<file path="src/rtl/clb_pkg.sv">
// constants for the can loopback transmit and receive path
package clb_pkg;
    localparam int CLB_ID_W = 11;
    localparam int CLB_NBUF = 2;
    localparam int CLB_NFILT = 3;
    localparam int CLB_NBYTE = 8;

    // register map, byte addresses on the 8-bit register port
    localparam logic [7:0] CLB_ADDR_MODE = 8'h00;
    localparam logic [7:0] CLB_ADDR_IE = 8'h01;
    localparam logic [7:0] CLB_ADDR_IF = 8'h02;
    localparam logic [7:0] CLB_ADDR_BT0 = 8'h03;
    localparam logic [7:0] CLB_ADDR_BT2 = 8'h05;
    localparam logic [7:0] CLB_ADDR_FILT0 = 8'h08;
    localparam logic [7:0] CLB_ADDR_MASK0 = 8'h10;
    localparam logic [2:0] CLB_TXBUF_PAGE = 3'h1;
    localparam logic [2:0] CLB_RXBUF_PAGE = 3'h2;
    localparam logic [3:0] CLB_BUF_CTRL = 4'h0;
    localparam logic [3:0] CLB_BUF_IDHI = 4'h1;
    localparam logic [3:0] CLB_BUF_IDLO = 4'h2;
    localparam logic [3:0] CLB_BUF_LEN = 4'h3;
    localparam logic [3:0] CLB_BUF_DATA0 = 4'h4;
    localparam logic [3:0] CLB_BUF_DATA7 = 4'hb;

    // field positions
    localparam int CLB_MODE_LSB = 5;
    localparam int CLB_TX_REQ_BIT = 3;
    localparam int CLB_RX0_FULL_BIT = 0;
    localparam int CLB_RX1_FULL_BIT = 1;
    localparam int CLB_TX0_DONE_BIT = 2;
    localparam int CLB_TX1_DONE_BIT = 3;

    // operating modes in the three top bits of the mode register
    localparam logic [2:0] CLB_MODE_NORMAL = 3'h0;
    localparam logic [2:0] CLB_MODE_LOOPBACK = 3'h2;
    localparam logic [2:0] CLB_MODE_CONFIG = 3'h4;

    localparam logic [7:0] CLB_MODE_RESET = 8'h80;
    localparam logic [7:0] CLB_IE_RESET = 8'h00;
    localparam logic [7:0] CLB_IF_RESET = 8'h00;

    typedef enum logic [0:0] {CLB_IDLE, CLB_SEND} clb_state_e;
endpackage

</file>
<file path="src/rtl/clb_accept_filter.sv">
// acceptance filter: compares a frame identifier against masked filters
`timescale 1ns/1ns
`default_nettype none
module clb_accept_filter
    import clb_pkg::*;
#(
    parameter int ID_W = CLB_ID_W,
    parameter int NFILT = CLB_NFILT
) (
    input wire logic [ID_W-1:0] frame_id,
    input wire logic [NFILT-1:0][ID_W-1:0] filt,
    input wire logic [1:0][ID_W-1:0] mask,
    output logic hit_rx0,
    output logic hit_rx1
);
    logic [NFILT-1:0] match;

    // filters 0 and 1 use mask 0 (buffer 0), the rest use mask 1 (buffer 1)
    genvar gi;
    generate
        for (gi = 0; gi < NFILT; gi++) begin : g_filt
            localparam int MSEL = (gi < 2) ? 0 : 1;
            assign match[gi] = ((frame_id ^ filt[gi]) & mask[MSEL]) == '0;
        end
    endgenerate

    assign hit_rx0 = match[0] | match[1];
    assign hit_rx1 = |match[NFILT-1:2];
endmodule
`default_nettype wire

</file>
<file path="src/rtl/clb_core.sv">
// can controller loopback path: registers, transmit buffers, receive buffers
// What this block does
// - loopback needs no bit timing setup
// - enable value 0x01 routes only rx0 full
// - receive buffer accepts only when flag clear
// - loopback frame filtered, stored in matching buffer
// - looped frame readable from receive buffer registers
// - clearing rx0 flag frees buffer, drops interrupt
// - two selectable transmit buffers, length up to 8
// - top three mode bits select operating mode
// - enables route flags; host writes flags freely
`timescale 1ns/1ns
`default_nettype none
module clb_core
    import clb_pkg::*;
#(
    parameter int ID_W = CLB_ID_W
) (
    input wire logic core_clk,
    input wire logic arst_n,
    input wire logic [7:0] reg_addr,
    input wire logic [7:0] reg_wdata,
    input wire logic reg_wr,
    input wire logic reg_rd,
    output logic [7:0] reg_rdata,
    output logic irq_n
);
    typedef struct packed {
        logic [7:0] mode;
        logic [7:0] ie;
        logic [7:0] iflag;
        logic [2:0][7:0] bt;
        logic [CLB_NFILT-1:0][ID_W-1:0] filt;
        logic [1:0][ID_W-1:0] mask;
        logic [CLB_NBUF-1:0] tx_req;
        logic [CLB_NBUF-1:0][ID_W-1:0] txid;
        logic [CLB_NBUF-1:0][3:0] txlen;
        logic [CLB_NBUF-1:0][CLB_NBYTE-1:0][7:0] txdat;
        logic [CLB_NBUF-1:0][ID_W-1:0] rxid;
        logic [CLB_NBUF-1:0][3:0] rxlen;
        logic [CLB_NBUF-1:0][CLB_NBYTE-1:0][7:0] rxdat;
        clb_state_e st;
        logic sel;
        logic [7:0] rdata;
    } clb_regs_s;

    clb_regs_s r_reg;
    clb_regs_s r_next;
    logic hit_rx0;
    logic hit_rx1;
    logic [2:0] mode;
    logic cfg_mode;
    logic tx_page;
    logic rx_page;
    logic [3:0] fld;
    logic bufn;
    logic [2:0] didx;

    assign mode = r_reg.mode[7:CLB_MODE_LSB];
    assign cfg_mode = (mode == CLB_MODE_CONFIG);
    assign tx_page = reg_addr[7:5] == CLB_TXBUF_PAGE;
    assign rx_page = reg_addr[7:5] == CLB_RXBUF_PAGE;
    assign fld = reg_addr[3:0];
    assign bufn = reg_addr[4];
    assign didx = 3'(fld - CLB_BUF_DATA0);

    clb_accept_filter #(
        .ID_W(ID_W),
        .NFILT(CLB_NFILT)
    ) u_filter (
        .frame_id(r_reg.txid[r_reg.sel]),
        .filt(r_reg.filt),
        .mask(r_reg.mask),
        .hit_rx0(hit_rx0),
        .hit_rx1(hit_rx1)
    );

    always_comb begin
        logic [7:0] rd_val;
        logic [3:0] fidx;
        logic ctrl_wr_sel;
        rd_val = 8'h00;
        fidx = 4'(reg_addr - CLB_ADDR_FILT0);
        ctrl_wr_sel = 1'b0;
        r_next = r_reg;

        // read mux; unmapped addresses read as zero
        if (reg_addr == CLB_ADDR_MODE) begin
            rd_val = r_reg.mode;
        end else if (reg_addr == CLB_ADDR_IE) begin
            rd_val = r_reg.ie;
        end else if (reg_addr == CLB_ADDR_IF) begin
            rd_val = r_reg.iflag;
        end else if (reg_addr >= CLB_ADDR_BT0 && reg_addr <= CLB_ADDR_BT2) begin
            rd_val = r_reg.bt[2'(reg_addr - CLB_ADDR_BT0)];
        end else if (reg_addr >= CLB_ADDR_FILT0 && reg_addr < CLB_ADDR_FILT0 + 8'(2 * CLB_NFILT)) begin
            rd_val = fidx[0] ? r_reg.filt[fidx[3:1]][7:0] : {5'h00, r_reg.filt[fidx[3:1]][10:8]};
        end else if (reg_addr >= CLB_ADDR_MASK0 && reg_addr < CLB_ADDR_MASK0 + 8'h04) begin
            rd_val = reg_addr[0] ? r_reg.mask[reg_addr[1]][7:0] : {5'h00, r_reg.mask[reg_addr[1]][10:8]};
        end else if (tx_page) begin
            if (fld == CLB_BUF_CTRL) begin
                rd_val = 8'(r_reg.tx_req[bufn]) << CLB_TX_REQ_BIT;
            end else if (fld == CLB_BUF_IDHI) begin
                rd_val = {5'h00, r_reg.txid[bufn][10:8]};
            end else if (fld == CLB_BUF_IDLO) begin
                rd_val = r_reg.txid[bufn][7:0];
            end else if (fld == CLB_BUF_LEN) begin
                rd_val = {4'h0, r_reg.txlen[bufn]};
            end else if (fld >= CLB_BUF_DATA0 && fld <= CLB_BUF_DATA7) begin
                rd_val = r_reg.txdat[bufn][didx];
            end
        end else if (rx_page) begin
            // looped frames are shown here unchanged
            if (fld == CLB_BUF_IDHI) begin
                rd_val = {5'h00, r_reg.rxid[bufn][10:8]};
            end else if (fld == CLB_BUF_IDLO) begin
                rd_val = r_reg.rxid[bufn][7:0];
            end else if (fld == CLB_BUF_LEN) begin
                rd_val = {4'h0, r_reg.rxlen[bufn]};
            end else if (fld >= CLB_BUF_DATA0 && fld <= CLB_BUF_DATA7) begin
                rd_val = r_reg.rxdat[bufn][didx];
            end
        end
        r_next.rdata = reg_rd ? rd_val : 8'h00;

        // host writes first, so hardware events below win over a same-cycle clear
        if (reg_wr) begin
            if (reg_addr == CLB_ADDR_MODE) begin
                r_next.mode = reg_wdata;
            end else if (reg_addr == CLB_ADDR_IE) begin
                r_next.ie = reg_wdata;
            end else if (reg_addr == CLB_ADDR_IF) begin
                r_next.iflag = reg_wdata;
            end else if (reg_addr >= CLB_ADDR_BT0 && reg_addr <= CLB_ADDR_BT2 && cfg_mode) begin
                r_next.bt[2'(reg_addr - CLB_ADDR_BT0)] = reg_wdata;
            end else if (reg_addr >= CLB_ADDR_FILT0 && reg_addr < CLB_ADDR_FILT0 + 8'(2 * CLB_NFILT)
                         && cfg_mode) begin
                if (fidx[0]) begin
                    r_next.filt[fidx[3:1]][7:0] = reg_wdata;
                end else begin
                    r_next.filt[fidx[3:1]][10:8] = reg_wdata[2:0];
                end
            end else if (reg_addr >= CLB_ADDR_MASK0 && reg_addr < CLB_ADDR_MASK0 + 8'h04 && cfg_mode) begin
                if (reg_addr[0]) begin
                    r_next.mask[reg_addr[1]][7:0] = reg_wdata;
                end else begin
                    r_next.mask[reg_addr[1]][10:8] = reg_wdata[2:0];
                end
            end else if (tx_page) begin
                if (fld == CLB_BUF_CTRL) begin
                    r_next.tx_req[bufn] = reg_wdata[CLB_TX_REQ_BIT];
                    ctrl_wr_sel = (bufn == r_reg.sel);
                end else if (fld == CLB_BUF_IDHI) begin
                    r_next.txid[bufn][10:8] = reg_wdata[2:0];
                end else if (fld == CLB_BUF_IDLO) begin
                    r_next.txid[bufn][7:0] = reg_wdata;
                end else if (fld == CLB_BUF_LEN) begin
                    r_next.txlen[bufn] = reg_wdata[3:0];
                end else if (fld >= CLB_BUF_DATA0 && fld <= CLB_BUF_DATA7) begin
                    r_next.txdat[bufn][didx] = reg_wdata;
                end
            end
        end

        // bit timing is never consulted: loopback delivers frames internally
        case (r_reg.st)
            CLB_IDLE: begin
                if (mode == CLB_MODE_LOOPBACK && |r_reg.tx_req) begin
                    r_next.st = CLB_SEND;
                    r_next.sel = !r_reg.tx_req[0];
                end
            end
            CLB_SEND: begin
                // a full buffer is never overwritten; a frame refused by a full rx0 goes to rx1 only if it also hits an rx1 filter
                if (hit_rx0 && !r_reg.iflag[CLB_RX0_FULL_BIT]) begin
                    r_next.rxid[0] = r_reg.txid[r_reg.sel];
                    r_next.rxlen[0] = r_reg.txlen[r_reg.sel];
                    r_next.rxdat[0] = r_reg.txdat[r_reg.sel];
                    r_next.iflag[CLB_RX0_FULL_BIT] = 1'b1;
                end else if (hit_rx1 && !r_reg.iflag[CLB_RX1_FULL_BIT]) begin
                    r_next.rxid[1] = r_reg.txid[r_reg.sel];
                    r_next.rxlen[1] = r_reg.txlen[r_reg.sel];
                    r_next.rxdat[1] = r_reg.txdat[r_reg.sel];
                    r_next.iflag[CLB_RX1_FULL_BIT] = 1'b1;
                end
                r_next.iflag[r_reg.sel ? CLB_TX1_DONE_BIT : CLB_TX0_DONE_BIT] = 1'b1;
                if (!ctrl_wr_sel) begin
                    r_next.tx_req[r_reg.sel] = 1'b0;
                end
                r_next.st = CLB_IDLE;
            end
            default: begin
                r_next.st = CLB_IDLE;
            end
        endcase
    end

    always_ff @(posedge core_clk or negedge arst_n) begin
        if (!arst_n) begin
            r_reg <= '0;
            r_reg.mode <= CLB_MODE_RESET;
            r_reg.ie <= CLB_IE_RESET;
            r_reg.iflag <= CLB_IF_RESET;
            r_reg.st <= CLB_IDLE;
        end else begin
            r_reg <= r_next;
        end
    end

    assign reg_rdata = r_reg.rdata;
    assign irq_n = ~|(r_reg.ie & r_reg.iflag);

    logic wr_if;
    logic wr_ie;
    logic wr_sel_ctrl;
    assign wr_if = reg_wr && reg_addr == CLB_ADDR_IF;
    assign wr_ie = reg_wr && reg_addr == CLB_ADDR_IE;
    assign wr_sel_ctrl = reg_wr && tx_page && fld == CLB_BUF_CTRL && bufn == r_reg.sel;
endmodule
`default_nettype wire

</file>
<file path="config.mk">
export PLATFORM = sky130hd
export DESIGN_NAME = clb_core
export DESIGN_NICKNAME = d
export VERILOG_FILES = /design/src/rtl/clb_pkg.sv /design/src/rtl/clb_accept_filter.sv /design/src/rtl/clb_core.sv
export SDC_FILE = /design/constraint.sdc
export NUM_CORES = 1
export LEC_CHECK = 0
export ABC_CLOCK_PERIOD_IN_PS = 4910
export CAP_MARGIN = 0
export CORE_ASPECT_RATIO = 0.9
export CORE_UTILIZATION = 45
export CTS_BUF_LIST = sky130_fd_sc_hd__clkbuf_8
export CTS_CLUSTER_SIZE = 40
export DETAILED_ROUTE_END_ITERATION = 16
export DONT_BUFFER_PORTS = 1
export GPL_ROUTABILITY_DRIVEN = 1
export PLACE_DENSITY_LB_ADDON = 0.3
export SLEW_MARGIN = 10
export SYNTH_ARGS = -nofsm -noshare
export SYNTH_HDL_FRONTEND = slang
export SYNTH_SLANG_ARGS = --single-unit
</file>
<file path="constraint.sdc">
create_clock -name core_clk -period 4.91 [get_ports core_clk]
set_clock_uncertainty 0.05 [all_clocks]
set_input_delay 0.2455 -clock core_clk [delete_from_list [all_inputs] [get_ports core_clk]]
set_output_delay 0.2455 -clock core_clk [all_outputs]
set_load 0.02 [all_outputs]
</file>
# Yosys cells after proc, flatten, opt, wreduce, memory -nomap -nowiden
# Cells that the tools add are included.
# classes
bitwise,23
add_sub_neg,3
n_eq_ne,10
n_reduce_logical,40
n_mux,129
order_cmp,22
# ops
operator,count
247-bit two-way mux,3
64-bit two-way mux,7
160-bit two-way mux,2
136-bit two-way mux,2
128-bit two-way mux,2
8-bit two-way mux,31
239-bit two-way mux,1
215-bit two-way mux,1
182-bit two-way mux,1
158-bit two-way mux,1
11-bit two-way mux,12
128-bit bitwise mux,1
22-bit bitwise mux,4
22-bit two-way mux,4
33-bit bitwise mux,2
33-bit two-way mux,2
64-bit demux with 1-bit select,1
8-bit binary-select mux with 3-bit select,2
11-bit demux with 1-bit select,4
11-bit demux with 2-bit select,2
11-bit bitwise AND,3
11-bit zero test,3
11-bit XOR,3
4-bit two-way mux,7
62 further kinds,126
# totals
register_bits,431
wordCells,282
in_bits,20
out_inout_bits,9

# Depth between registers and ports, before layout
# depth
ltp_word,26
ltp_mapped,12
mapped_depth_nobuf,8

# Modules after synthesis
# A second synthesis with hierarchy kept.
# unflattened
cells_unflattened,1865
area_unflattened_um2,21575.7
# modules_own_cells
mod,area_each_um2,seq_area_each_um2,n_inst,cells_each
clb_core,21131.5,10786.6,1,1813
clb_accept_filter,444.2,0.0,1,52

# Least setup slack after synthesis
# No wires, ideal clock.
# synth_path
path_type,input -> register
from,in reg_addr[2]
to,reg (tool-made name)
stages,11
n_path_buf,3
arrival_ps,2786
required_ps,4735
slack_ps,1949
cell_sequence,clkbuf_1 > inv_1 > clkbuf_1 > ha_1 > clkbuf_1 > o21ai_0 > nand4_1 > inv_2 > nand3_1 > nor3_2 > mux2_2
# synth_lines
element,line,source
from (decl),clb_core.sv:21,"input wire logic [7:0] reg_addr,"

# Worst setup path after layout
# layout_path
from,reg r_reg[8] in the netlist's numbering
to,reg r_reg[70] in the netlist's numbering
# layout_via
elab_chain_len,8
# layout_lines
element,line,source
from (decl),clb_core.sv:47,clb_regs_s r_reg;
from (signal assigned),clb_core.sv:206,r_reg <= r_next;
11-bit two-way mux (implied by the code) (2 in a row),clb_core.sv:71,".frame_id(r_reg.txid[r_reg.sel]),"
11-bit XOR,clb_accept_filter.sv:23,assign match[gi] = ((frame_id ^ filt[gi]) & mask[MSEL]) == '0;
11-bit bitwise AND,clb_accept_filter.sv:23,
11-bit zero test,clb_accept_filter.sv:23,
1-bit OR,clb_accept_filter.sv:27,assign hit_rx0 = match[0] | match[1];
1-bit logical AND,clb_core.sv:175,if (hit_rx0 && !r_reg.iflag[CLB_RX0_FULL_BIT]) begin
2-bit AND reduction (no source line),-,
# Parallel ways exist; a longest one is shown, timed or not. The select of a mux whose other input is x is not followed.
# A chain may end at the register's enable or synchronous reset.

==> results by group <==
Worst setup path
  – Reg2reg setup slack: 1.16 ns
  – Worst r2r src: r_reg[8]$_DFFE_PN0P_
  – Setup crit start kind: flop
  – WP data required: 5.36 ns
  – CP Capture Type: flop
  – Worst R2R End: r_reg[70]$_DFFE_PN0P_
  – R2R depth: 7
  – Largest fanout on the critical path: 32
  – Crit path DAT: 4.20 ns
  – Worst Setup Path Type: reg -> reg

Timing
  – Tightest Pin Transition: 1.45 ns
  – Peak Freq: 267 MHz
  – Finish-stage setup viols: 0
  – Fin. Hold Viols: 430
  – Minimum clock period: 3.75 ns
  – Setup_tns: 0 ns
  – Final worst-path cycle share: 0.764
  – Fin. max-slew vios: 0
  – RSZ-0062 raised after global routing: no
  – Hold_ws: -0.711 ns
  – Normalized max-slew margin: 0.0300

GRT
  – Pin count of the biggest net entering global routing: 432
  – Antenna violations before repair: 4
  – Vias in the first global route: 14.8k
  – Global Route Usage Sum: 0.253
  – Global-route wire length before repair: 94.6 mm
  – GRT Residual Overflow: 0

CTS
  – CTS tree: built
  – Clock Tree Buf Depth: 3
  – H-tree levels: 3
  – Clock Latency Late Sink: 0.65 ns
  – Hold Buf Count CTS: 32
  – CTS sink cnt: 431
  – Post-CTS resize count: 0
  – CTS clk-pin slew, worst paths: 0.07 ns
  – Post-CTS setup buffers: 0
  – Root Driver: clkbuf_8
  – Total CTS buffers: 75

Yosys
  – Synth Warn #: 0
  – Post-synthesis area per instance: 13.3 um2
  – Library cells used by synthesis: 71
  – Syn nets: 1701
  – Register bit total from synthesis: 431
  – Sequential area share after synthesis: 0.486
  – Asr flop ratio synth: 1.00
  – Dominant cell type by area after synthesis: dfrtp_1
  – Cells after synthesis: 1670
  – Dominant synthesized flop cell: dfrtp_1
  – Yosys top cell area share: 0.485
  – Most frequent cell after synthesis: dfrtp_1
  – Post-synth EDFFs: 0
  – Syn Std Cell Area: 22200 um2
  – Leading post-synthesis cells by cell area: dfrtp_1 (48%), mux2_2 (18%), mux2_1 (7.2%)
  – Commonest cells in the netlist: dfrtp_1 (430), mux2_2 (358), mux2_1 (141)

Pwr
  – Switching pwr: 1.81 mW
  – Leakage: 11.7 nW
  – PD cells: 310 nW/um2
  – Int Pwr: 5.77 mW
  – Register share of total power: 0.490
  – Clock power share: 0.444
  – Worst VDD drop: 152 uV
  – Switching share of power: 0.239
  – Gate power share: 0.066

Layout
  – Non-filler cells, final: 2362
  – Ratio of cells with drive above 1 in the final layout: 0.334
  – Final Cell Area: 24500 um2
  – Final Net Count: 1713
  – Synthesis-to-layout area growth: 10.3%

Placement
  – Port-buffer cells: 0
  – GP Congestion: 0.965
  – Placed Cells incl. Taps: 2197
  – HPWL after DPL: 39.1 mm
  – Area after DPL: 22500 um2

Drt
  – DR pass1 iterations: 5
  – Initial DRC count: 1430
  – Routed WL: 62.0 mm
  – WL/cell: 26.2 um
  – Vias: 14.4k
  – Antenna Nets Post-Route: 0
  – Residual DRC: 0
  – Via/cell ratio: 6.11

Floorplan
  – Core region area: 48300 um2
  – I/O Pins: 29
  – # rows: 76
  – Die Height: 213 um
  – Die width: 236 um
  – Die ar.: 50200 um2
  – Initial Util: 0.459

Status
  – Failing checks: negative hold slack
  – Status: finished, violations left

Hold path
  – HP Class: in -> async

Job
  – Max Cap Viol: 0
==> critical path, cell delays in order, from the launching register on <==
cell and delay, ns:
dfrtp_4 0.77, mux2i_1 0.44, xnor2_1 0.11, a2111oi_0 0.53
and4_1 0.37, o21a_4 0.53, buf_4 0.38, mux2_1 0.36
==> final cells by class <==
type | count | area [um2]
antenna | 3 | 7.51
clock inverter | 28 | 151
timing repair buffer | 53 | 596
fill | 4152 | 23800
tap | 624 | 781
inverter | 21 | 78.8
multi-input combinational | 1100 | 10700
sequential | 431 | 10800
clock buffer | 102 | 1400
==> cell families (layout without fill, tap and decap cells) <==
family                   Yosys count  after routing  share of synthesized area
AO/OA/AOI/OAI                    194            194                     0.0585
XOR/XNOR                          23             23                    0.00908
adder cells (fa/ha/maj)           11             11                    0.00620
buffers and inverters            139            204                     0.0335
flip-flops                       431            431                      0.486
multiplexers                     657            657                      0.356
other                              0              3                          0
AND/OR/NAND/NOR                  215            215                     0.0502
==> power by group through the flow <==
stage	Sequential, mW	Combinational [mW]	Clock, mW
floorplan	3.73	0.409	0
global placement	3.77	0.413	0
detailed placement	3.77	0.418	0
CTS	3.71	0.497	3.45
global route	3.72	0.529	3.62
finish	3.71	0.502	3.37
==> stage by stage <==
step / hold WS [ns] / worst slack, ns / util / power [mW]
floorplan: -0.100 / 1.95 / - / 4.14
global placement: -0.0594 / 1.35 / 0.466 / 4.18
detailed placement: -0.0625 / 1.24 / 0.466 / 4.19
CTS: -0.757 / 1.20 / 0.507 / 7.66
global route: -0.747 / 0.979 / 0.507 / 7.87
finish: -0.711 / 1.16 / 0.507 / 7.58
==> cells in the final DEF, fill, tap and decap left out, drive strengths merged, types with 4 or more instances in the layout <==
cell type,synthesis,routed
nor4,5,5
nand3,17,17
o21ai,33,33
o22ai,26,26
clkbuf,65,102
nor2b,8,8
a221oi,8,8
ha,11,11
xnor2,23,23
nand4,12,12
and2,4,4
o211ai,6,6
a22oi,21,21
nor2,44,44
dfrtp,430,430
nand2,72,72
a31oi,6,6
a211o,4,4
nor3,11,11
a21oi,38,38
mux2,499,499
dlygate4sd3,0,24
o21a,5,5
a2111oi,8,8
inv,20,45
a21o,4,4
and3,6,6
or3b,4,4
nand2b,14,14
mux4,52,52
o31ai,4,4
buf,53,29
mux2i,106,106
a211oi,6,6
==> worst max path at each step <==
| stage | startpoint | to | slack, ns |
|---|---|---|---|
| final | r_reg[8]$_DFFE_PN0P_ | r_reg[70]$_DFFE_PN0P_ | 1.16 |
| after global routing | r_reg[8]$_DFFE_PN0P_ | r_reg[30]$_DFFE_PN0P_ | 0.98 |
| after CTS | r_reg[8]$_DFFE_PN0P_ | r_reg[70]$_DFFE_PN0P_ | 1.20 |
| after detailed placement | r_reg[8]$_DFFE_PN0P_ | r_reg[73]$_DFFE_PN0P_ | 1.24 |
| after global placement | r_reg[8]$_DFFE_PN0P_ | r_reg[47]$_DFFE_PN0P_ | 1.35 |
| after floorplan | reg_addr[2] | flop | 1.95 |
==> per-layer routing <==
metal | track usage | wire length [um] | part of all wire
met3 | 0.0814 | 5580 | 0.090
met5 | 0.0156 | 129 | 0.0021
met2 | 0.372 | 27200 | 0.44
met4 | 0.0825 | 1520 | 0.025
met1 | 0.351 | 27600 | 0.44
(Power assumes the default switching activity.)
